[config.mk]
export PLATFORM = sky130hd
export DESIGN_NAME = fieldbus_drive_control_registers
export DESIGN_NICKNAME = d
export VERILOG_FILES = /design/src/fieldbus_regs_pkg.sv /design/src/fieldbus_drive_control_registers.sv
export SDC_FILE = /design/constraint.sdc
export NUM_CORES = 1
export LEC_CHECK = 0
export ABC_AREA = 1
export BUFFER_PORTS_ARGS = -buffer_cell sky130_fd_sc_hd__buf_2
export CAP_MARGIN = 20
export CORE_ASPECT_RATIO = 0.8
export CORE_MARGIN = 10
export CORE_UTILIZATION = 40
export DETAILED_ROUTE_END_ITERATION = 8
export GPL_TIMING_DRIVEN = 0
export MAX_ROUTING_LAYER = met4
export PLACE_DENSITY_LB_ADDON = 0.08
export SYNTH_ARGS = -nofsm -noshare
export SYNTH_HDL_FRONTEND = slang
export SYNTH_SLANG_ARGS = --single-unit
[constraint.sdc]
create_clock -name sys_clk_i -period 8.2 [get_ports sys_clk_i]
set_clock_uncertainty 0.05 [all_clocks]
set_input_delay 0.82 -clock sys_clk_i [delete_from_list [all_inputs] [get_ports sys_clk_i]]
set_output_delay 0.82 -clock sys_clk_i [all_outputs]
set_load 0.01 [all_outputs]
[src/fieldbus_regs_pkg.sv]
// Constants and carrier types for the fieldbus drive control register bank.
// Assumes a frame layer outside that splits each telegram into one request per register.
//
// Summary of operation
// - Control writes act only with fieldbus source, no module; ramp word writes reach the drive with any source
// - Ramp word applied only when fieldbus ramp enabled
// - Monitoring registers 8 to 24 always readable
// - Command bit 0 runs or stops drive
// - Command bit 1 stops on fast ramp
// - Command bit 2 clears all active faults
// - Command bit 3 coasts the motor
// - Ramp word 0 to 60000 hundredths second
// - Status bits: running, tripped, hand mode
// - Status bits: inhibit, service, standby, ready, load
// - Upper status byte holds trip fault code
// - Status word: fault code high, flags low
// - Register 7 reads output frequency, read-only
// - Functions 03, 06; 16 only registers 1-4
package fieldbus_regs_pkg;

    // Register numbers as documented (one based)
    localparam logic [15:0] REG_CMD_WORD   = 16'h0001;
    localparam logic [15:0] REG_SPEED      = 16'h0002;
    localparam logic [15:0] REG_SPARE      = 16'h0003;
    localparam logic [15:0] REG_RAMP       = 16'h0004;
    localparam logic [15:0] REG_STATUS     = 16'h0006;
    localparam logic [15:0] REG_OUT_FREQ   = 16'h0007;
    localparam int          MON_LO         = 8;
    localparam int          MON_HI         = 24;
    localparam logic [15:0] REG_MON_LO     = 16'h0008;
    localparam logic [15:0] REG_MON_HI     = 16'h0018;
    localparam logic [15:0] WIRE_OFFSET    = 16'h0001;

    // Function codes and exception answers
    localparam logic [7:0]  FUNC_READ_MULTI  = 8'h03;
    localparam logic [7:0]  FUNC_WRITE_ONE   = 8'h06;
    localparam logic [7:0]  FUNC_WRITE_MULTI = 8'h10;
    localparam logic [7:0]  EXC_NONE         = 8'h00;
    localparam logic [7:0]  EXC_BAD_FUNC     = 8'h01;
    localparam logic [7:0]  EXC_BAD_ADDR     = 8'h02;
    localparam logic [7:0]  EXC_BAD_VALUE    = 8'h03;

    // Command word bit positions
    localparam int CMD_RUN_BIT   = 0;
    localparam int CMD_FAST_BIT  = 1;
    localparam int CMD_RESET_BIT = 2;
    localparam int CMD_COAST_BIT = 3;

    localparam logic [7:0]  CMD_SRC_FIELDBUS = 8'h04;
    localparam logic [15:0] RAMP_MAX         = 16'hEA60;
    localparam logic [15:0] WORD_RESET       = 16'h0000;
    localparam logic [7:0]  BYTE_ZERO        = 8'h00;

    typedef struct packed {
        logic        valid;
        logic [7:0]  func;
        logic [15:0] wire_addr;
        logic [15:0] wdata;
    } bus_req_t;

    typedef struct packed {
        logic        valid;
        logic [7:0]  exc;
        logic [15:0] rdata;
    } bus_rsp_t;

    // Low byte of the status word, bit 7 first
    typedef struct packed {
        logic load_alarm;
        logic ready;
        logic standby;
        logic service_due;
        logic inhibit;
        logic hand;
        logic tripped;
        logic running;
    } status_flags_t;

    typedef struct packed {
        status_flags_t flags;
        logic [7:0]    fault_code;
        logic [15:0]   out_freq;
    } drive_stat_t;

    typedef struct packed {
        logic        run;
        logic        fast_stop;
        logic        fault_reset;
        logic        coast_stop;
        logic [15:0] speed;
        logic        ramp_apply;
        logic [15:0] ramp_time;
    } drive_cmd_t;

    typedef struct packed {
        logic [15:0] cmd_word;
        logic [15:0] speed_word;
        logic [15:0] spare_word;
        logic [15:0] ramp_word;
        drive_cmd_t  drive;
        bus_rsp_t    rsp;
    } bank_state_t;

endpackage : fieldbus_regs_pkg
[src/fieldbus_drive_control_registers.sv]
// Holding-register bank between the fieldbus frame layer and the drive core.
// Assumes one register request per cycle at most, already decoded from the telegram.
`timescale 1ns/1ps

module fieldbus_drive_control_registers
    import fieldbus_regs_pkg::*;
(
    input  wire logic                        sys_clk_i,
    input  wire logic                        rstn_i,
    input  wire bus_req_t                    req_i,
    output bus_rsp_t                         rsp_o,
    input  wire logic [7:0]                  command_source_select_i,
    input  wire logic                        option_module_fitted_i,
    input  wire logic                        fieldbus_ramp_enable_i,
    input  wire drive_stat_t                 drive_stat_i,
    input  wire logic [MON_HI:MON_LO][15:0]  mon_words_i,
    output drive_cmd_t                       drive_cmd_o
);

    bank_state_t s_reg;
    bank_state_t s_next;

    ////////////////////////////////////////////////////////////////////////////////
    // Next state

    always_comb begin
        logic [15:0] reg_num;
        logic        ctrl_ok;
        logic        is_write;
        logic [15:0] status_word;
        s_next             = s_reg;
        s_next.rsp.valid   = 1'b0;
        reg_num            = req_i.wire_addr + WIRE_OFFSET;
        ctrl_ok            = (command_source_select_i == CMD_SRC_FIELDBUS)
                             && !option_module_fitted_i;
        is_write           = (req_i.func == FUNC_WRITE_ONE)
                             || (req_i.func == FUNC_WRITE_MULTI);
        // Fault code only meaningful while tripped
        status_word        = {(drive_stat_i.flags.tripped ? drive_stat_i.fault_code : BYTE_ZERO),
                              drive_stat_i.flags};

        // Ramp apply flag follows the enable every cycle, independent of command source
        s_next.drive.ramp_apply = fieldbus_ramp_enable_i;
        s_next.drive.ramp_time  = s_reg.ramp_word;

        if (req_i.valid) begin
            s_next.rsp.valid = 1'b1;
            s_next.rsp.exc   = EXC_NONE;
            s_next.rsp.rdata = req_i.wdata;
            if (req_i.func == FUNC_READ_MULTI) begin
                case (reg_num)
                    REG_CMD_WORD: begin
                        s_next.rsp.rdata = s_reg.cmd_word;
                    end
                    REG_SPEED: begin
                        s_next.rsp.rdata = s_reg.speed_word;
                    end
                    REG_SPARE: begin
                        s_next.rsp.rdata = s_reg.spare_word;
                    end
                    REG_RAMP: begin
                        s_next.rsp.rdata = s_reg.ramp_word;
                    end
                    REG_STATUS: begin
                        s_next.rsp.rdata = status_word;
                    end
                    REG_OUT_FREQ: begin
                        s_next.rsp.rdata = drive_stat_i.out_freq;
                    end
                    default: begin
                        if (reg_num >= REG_MON_LO && reg_num <= REG_MON_HI) begin
                            s_next.rsp.rdata = mon_words_i[reg_num[4:0]];
                        end else begin
                            s_next.rsp.rdata = WORD_RESET;
                            s_next.rsp.exc   = EXC_BAD_ADDR;
                        end
                    end
                endcase
            end else if (is_write) begin
                // Only registers 1-4 are writable, so multi-write is limited to them too
                case (reg_num)
                    REG_CMD_WORD: begin
                        s_next.cmd_word = req_i.wdata;
                        if (ctrl_ok) begin
                            s_next.drive.run         = req_i.wdata[CMD_RUN_BIT];
                            s_next.drive.fast_stop   = req_i.wdata[CMD_FAST_BIT];
                            // Held until the master writes it back to zero
                            s_next.drive.fault_reset = req_i.wdata[CMD_RESET_BIT];
                            s_next.drive.coast_stop  = req_i.wdata[CMD_COAST_BIT];
                        end
                    end
                    REG_SPEED: begin
                        s_next.speed_word = req_i.wdata;
                        if (ctrl_ok) begin
                            s_next.drive.speed = req_i.wdata;
                        end
                    end
                    REG_SPARE: begin
                        s_next.spare_word = req_i.wdata;
                    end
                    REG_RAMP: begin
                        if (req_i.wdata > RAMP_MAX) begin
                            s_next.rsp.exc = EXC_BAD_VALUE;
                        end else begin
                            s_next.ramp_word       = req_i.wdata;
                            s_next.drive.ramp_time = req_i.wdata;
                        end
                    end
                    default: begin
                        // Read-only or unmapped: nothing changes
                        s_next.rsp.exc = EXC_BAD_ADDR;
                    end
                endcase
            end else begin
                s_next.rsp.exc   = EXC_BAD_FUNC;
                s_next.rsp.rdata = WORD_RESET;
            end
        end
    end

    ////////////////////////////////////////////////////////////////////////////////
    // State register

    always_ff @(posedge sys_clk_i) begin
        if (!rstn_i) begin
            s_reg <= '0;
        end else begin
            s_reg <= s_next;
        end
    end

    assign rsp_o       = s_reg.rsp;
    assign drive_cmd_o = s_reg.drive;

endmodule : fieldbus_drive_control_registers

==> results of run 1 <==
-- power breakdown --
part           switching [mW]  internal [mW]
logic                   0.258          0.153
registers             0.00283          0.588
clock network           0.282          0.454
-- stage by stage --
stage | hold slack (ns) | total power [mW]
finish | 0.3954 | 1.738
detailed placement | 0.3875 | 1.001
CTS | 0.3969 | 1.724
global route | 0.4134 | 1.800
floorplan | 0.3741 | 0.8086
global placement | 0.3826 | 0.9984
-- routing by layer --
metal | share of wire, % | global-route usage (%) | routed length [um]
met3 | 11 | 7.663 | 5202
met2 | 43 | 47.37 | 21060
met5 | 0 | - | 0
met4 | 1.6 | 8.202 | 769
met1 | 45 | 45.04 | 21840
-- layout make-up --
type                            count  share of cell area (%)
Multi-Input combinational cell   1070                   43.36
Timing Repair Buffer              409                   17.08
Tap cell                          300                   3.132
Buffer                            162                   7.631
Sequential cell                   120                   20.04
Antenna cell                       16                  0.3341
Clock inverter                     12                   1.065
Inverter                          116                   3.633
Clock buffer                       20                   3.727
-- Yosys cell counts (all sizes together) --
master / n
a22oi: 1
nand4: 35
o21a: 1
o31ai: 1
o221ai: 9
clkbuf: 56
buf: 106
conb: 1
o22ai: 33
nand3: 78
nor4: 7
o2111ai: 1
a32oi: 1
o211ai: 3
nand2: 308
nor3: 10
xnor2: 2
o21ai: 194
a211oi: 20
a21oi: 120
or2: 2
or3: 1
a22o: 1
xor2: 1
dfxtp: 120
nand3b: 6
ha: 5
inv: 115
a21boi: 1
clkinv: 1
nor2: 215
a32o: 8
-- logic make-up after synthesis --
family | Yosys count | synth area share (%)
fa+ha+maj | 5 | 0.7006
xor+xnor | 3 | 0.4625
compound gates | 394 | 24.52
buf+inv | 278 | 15.12
simple gates | 662 | 32.25
other cells | 1 | 0.04199
flops | 120 | 26.90
-- worst register-to-register path: cells and delay by family (launching register included) --
kind | cells | cell delay, ns
and+or+nand+nor | 4 | 0.60
DFF | 1 | 0.31
AOI/OAI and AO/OA | 1 | 0.07
buffers and inverters | 1 | 0.06
-- worst paths after layout --
path         slack, ns              end       startpoint  depth (start not counted)
max reg2reg       7.00        rsp_o[13]       s_reg[107]                          6
max               3.53         rsp_o[5]        req_i[16]                         17
min reg2reg       0.40  drive_cmd_o[23]  drive_cmd_o[23]                          2
min               0.40  drive_cmd_o[23]  drive_cmd_o[23]                          2
==> results.json, run 1 <==
{
  "outcome": "complete, no violations",
  "drc": 0,
  "fillers": 2373,
  "max-slew-margin-rel_pct": 52.18,
  "cpLargestDelayFamily": "buffers and inverters",
  "first_pass_iters": 5,
  "largest_reg_flops": 64,
  "cp_max_fo": 11,
  "crit_chain": "buf_2 -> buf_2 -> inv_2 -> clkbuf_1 -> buf_1 -> ha_1 -> inv_1 -> clkbuf_1 -> buf_1 -> o21ai_0 -> o22ai_1 -> nor2_1 -> o31ai_1 -> nand2_1 -> nand3_1 -> nand2_1 -> a21oi_1",
  "insertion_delay_ns": 0.41,
  "critPathBufInv": 8,
  "syn_area_sq_um": 8930,
  "core_region_area_sq_um": 21740,
  "cts_setup_buffers": 0,
  "gp_congestion": 1.014,
  "fin_cells": 2225,
  "worstSetupStartpointType": "input pin",
  "clock-sinks": 120,
  "drt_iter0_drc": 1544,
  "syn_avg_cell_area_sq_um": 6.104,
  "antenna_found_initial": 16,
  "ys_seq_area_share_pct": 26.90,
  "multi_input_area_sq_um": 5196,
  "worst_slew_pin_slew_ns": 0.7174,
  "final-setup-viol-count": 0,
  "grt_usage_pct": 32.82,
  "clk_pin_slew_ns": 0.06,
  "h-tree-depth": 4,
  "p_per_area_nw_per_um2": 145.0,
  "start_util_pct": 41.07,
  "hold_buffers": 0,
  "ir_worst_vdd_mv": 0.1248,
  "final_common_cell": "buf_2",
  "setup_ws_ns": 3.526,
  "wl_per_cell_um": 21.96,
  "io_pins": 419,
  "netlist_instances": 1463,
  "cp.required_ns": 8.49,
  "regArea_sq_um": 2402,
  "totalWireLength_mm": 48.87,
  "min_period_over_period_pct": 57.00,
  "yosysUniqueCellTypes": 51,
  "final_area_sq_um": 11990,
  "dr_total_vias": 12180,
  "period_needed_ns": 4.674,
  "mostFrequentLayoutCells": "buf_2 (435), nand2_1 (304), nor2_1 (202)",
  "grt_overflow": 0,
  "cts_tree": "built",
  "slowest_stage": "buf_1",
  "synth_warnings": 0,
  "rsz0062_at_grt": "no",
  "max_stage_delay_ns": 0.55,
  "port_buffers": 409,
  "numCtsBuffers": 17,
  "antenna_left": 0,
  "fin_util_pct": 55.13,
  "cts_resized": 0,
  "grt_pass1_wl_mm": 70.64,
  "drive_gt1_share_pct": 30.17,
  "die-width_um": 187.1,
  "cp-end-kind": "flip-flop",
  "critPathKind": "input pin to flip-flop",
  "routed_via_density": 5.473,
  "crit_arrival_ns": 4.96,
  "grt_start_max_net_pins": 17,
  "grt_pass1_vias": 11390,
  "fp.dieH_um": 153.6,
  "die_area_sq_um": 28740,
  "setup_tns_ns": 0,
  "finalMaxSlewViolations": 0,
  "yosys-top-cells-area": "dfxtp_1 (27%), nand2_1 (13%), nor2_1 (8.5%)",
  "syn_to_final_growth_pct": 34.22,
  "leakage_nw": 5.821,
  "cap_violations": 0,
  "std_cell_rows": 48,
  "post-place-ws_ns": 3.270,
  "synth.largest_area_cell": "dfxtp_1",
  "dp_hpwl_mm": 39.85,
  "place_area_sq_um": 11370,
  "finalNetCount": 2258,
  "ys_seq_elements": 120,
  "cts_max_path_buffers": 2,
  "yosysTopAreaCellShare_pct": 26.90,
  "cts-root-buf": "clkbuf_16",
  "hold_class": "flip-flop to flip-flop",
  "hold_viol": 0,
  "placedCellCount": 2177,
  "max_freq_mhz": 214.0
}
Note: power is estimated with default switching activity, not from simulation.
==> run 2: changes to the inputs <==
Settings changed: ABC_AREA 1 to 0.
Clock period 8.2 ns to 4.34 ns, I/O delays scaled along.
==> results.json, run 2 <==
{
  "grt_pass1_wl_mm": 63.02,
  "netlist_instances": 972,
  "ir_worst_vdd_mv": 0.2428,
  "power.share.combinational_pct": 22.2,
  "wl_per_cell_um": 25.44,
  "r2r_cells": 5,
  "whs_ns": 0.1760,
  "final-setup-viol-count": 0,
  "crit_arrival_ns": 3.76,
  "synth_ff_type": "dfxtp_1",
  "outcome": "complete, no violations",
  "port_buffers": 401,
  "min_from": "fieldbus_ramp_enable_i",
  "syn_area_sq_um": 8574,
  "antenna_found_initial": 9,
  "max_freq_mhz": 284.4,
  "synth_common_cells": "dfxtp_1 (120), a21oi_1 (103), nand2_1 (89)",
  "largest_reg_flops": 64,
  "routed_via_density": 5.941,
  "yosysTopAreaCellShare_pct": 28.02,
  "pwr-share-clk_pct": 43.9,
  "critPathKind": "input pin to flip-flop",
  "synth_warnings": 0,
  "setup_tns_ns": 0,
  "dr_total_vias": 10040,
  "cts-root-buf": "clkbuf_16",
  "fin_cells": 1690,
  "final_area_sq_um": 11570,
  "rr_startpoint": "s_reg[105]",
  "cts_tree": "built",
  "core_region_area_sq_um": 20880,
  "power_mw": 3.272,
  "rsz0062_at_grt": "no",
  "synth.largest_area_cell": "dfxtp_1",
  "antenna_left": 0,
  "fp.dieH_um": 151.0,
  "die-width_um": 183.7,
  "synth-edff-count": 0,
  "hold_class": "input pin to flip-flop",
  "syn_avg_cell_area_sq_um": 8.821,
  "p_per_area_nw_per_um2": 282.7,
  "p_sw_share_pct": 29.58,
  "syn_to_final_growth_pct": 34.95,
  "gp_congestion": 0.9557,
  "grt_pass1_vias": 10130,
  "std_cell_rows": 47,
  "cp.required_ns": 4.59,
  "finalNetCount": 1761,
  "yosysUniqueCellTypes": 59,
  "whs_endpoint": "drive_cmd_o[16]",
  "io_pins": 419,
  "start_util_pct": 41.07,
  "setup_ws_ns": 0.8242,
  "async_reset_ff_share_pct": 0,
  "cts_resized": 0,
  "final_common_cell": "buf_2",
  "drt_iter0_drc": 1097,
  "clk_pin_slew_ns": 0.06,
  "period_needed_ns": 3.516,
  "cp_max_fo": 10,
  "switchingPower_mw": 0.9679,
  "die_area_sq_um": 27730,
  "drc": 0,
  "first_pass_iters": 6,
  "insertion_delay_ns": 0.42,
  "max-slew-margin-rel_pct": 17.91,
  "post-place-ws_ns": 0.4345,
  "worstSetupStartpointType": "input pin",
  "worst-r2r-setup-slack_ns": 2.87,
  "numCtsBuffers": 17,
  "internal_power_mw": 2.304,
  "leakage_nw": 5.190,
  "min_path_cells": 2,
  "ys_seq_elements": 120,
  "hold_buffers": 0,
  "place_area_sq_um": 10960,
  "worst_slew_pin_slew_ns": 1.224,
  "placedCellCount": 1649,
  "cts_setup_buffers": 0,
  "totalWireLength_mm": 43.00,
  "p_seq_share_pct": 34.0,
  "timing.rr.end": "rsp_o[11]",
  "fin_util_pct": 55.43,
  "finalMaxSlewViolations": 0,
  "hold_viol": 0,
  "grt_start_max_net_pins": 17,
  "grt_usage_pct": 31.04,
  "startpoint": "req_i[16]",
  "ys_seq_area_share_pct": 28.02,
  "yosys-top-cells-area": "dfxtp_1 (28%), mux4_2 (17%), buf_4 (6.0%)",
  "h-tree-depth": 4,
  "clock-sinks": 120,
  "dp_hpwl_mm": 34.80,
  "drive_gt1_share_pct": 42.74,
  "grt_overflow": 0,
  "cts_max_path_buffers": 2,
  "synth_most_common_cell": "dfxtp_1",
  "mostFrequentLayoutCells": "buf_2 (425), dfxtp_1 (120), a21oi_1 (103)",
  "cp-end-kind": "flip-flop",
  "cap_violations": 0,
  "min_period_over_period_pct": 81.01
}
## run 2: cell types whose count changed after synthesis, moves of 18 or more
cell	change
nor2_1	-161
nand2_1	-215
and2_1	+18
a221oi_1	+24
o21ai_1	-45
o21ai_0	-103
mux4_2	+64
o22ai_1	-32
inv_1	-92
mux2i_1	+34
## run 2: final cells by class
class / count / area, sq um
Fill cell: 2059 / 9305
Sequential cell: 120 / 2402
Multi-Input combinational cell: 685 / 5255
Clock inverter: 14 / 162.7
Inverter: 12 / 45.04
Antenna cell: 10 / 25.02
Clock buffer: 17 / 425.4
Tap cell: 269 / 336.6
Buffer: 160 / 897.1
Timing Repair Buffer: 403 / 2022
## run 2: power by group through the flow
stage                     clock network (mW)  logic (mW)  registers [mW]
final                                   1.43       0.725            1.11
after global routing                    1.49       0.779            1.11
after CTS                               1.43       0.715            1.11
after detailed placement                   0       0.712            1.14
after global placement                     0       0.704            1.14
after floorplan                            0       0.392            1.13
## run 2: worst max path at each step
stage                            to  slack (ns)  cells after the start
floorplan                 rsp_o[14]        1.55                     11
global placement    drive_cmd_o[21]        0.41                     11
detailed placement         rsp_o[2]        0.43                     11
CTS                        rsp_o[2]        0.85                     11
global route               rsp_o[2]        0.56                     11
finish                     rsp_o[2]        0.82                     11
## run 2: cells by family after synthesis
kind of cell	share of synthesized area, %
flops	28.02
buf+inv	10.99
compound gates	21.00
fa+ha+maj	0.7296
other cells	0.04373
xor+xnor	0.6130
simple gates	17.83
mux	20.78
## run 2: routing by layer
metal,GRT usage [%],vias to the layer above,share of wire (%)
met2,45.77,600,43
met4,9.280,0,2.8
li1,-,4533,-
met1,40.44,4822,43
met5,-,-,0
met3,9.073,86,11
## run 2: worst max-delay path, stage by stage
cell      delay, ns
buf_2          0.14
buf_2          0.18
inv_1          0.09
ha_1           0.34
buf_1          0.50
clkbuf_1       0.58
buf_1          0.51
mux2i_1        0.37
o21ai_0        0.13
a32oi_1        0.36
a21oi_1        0.12
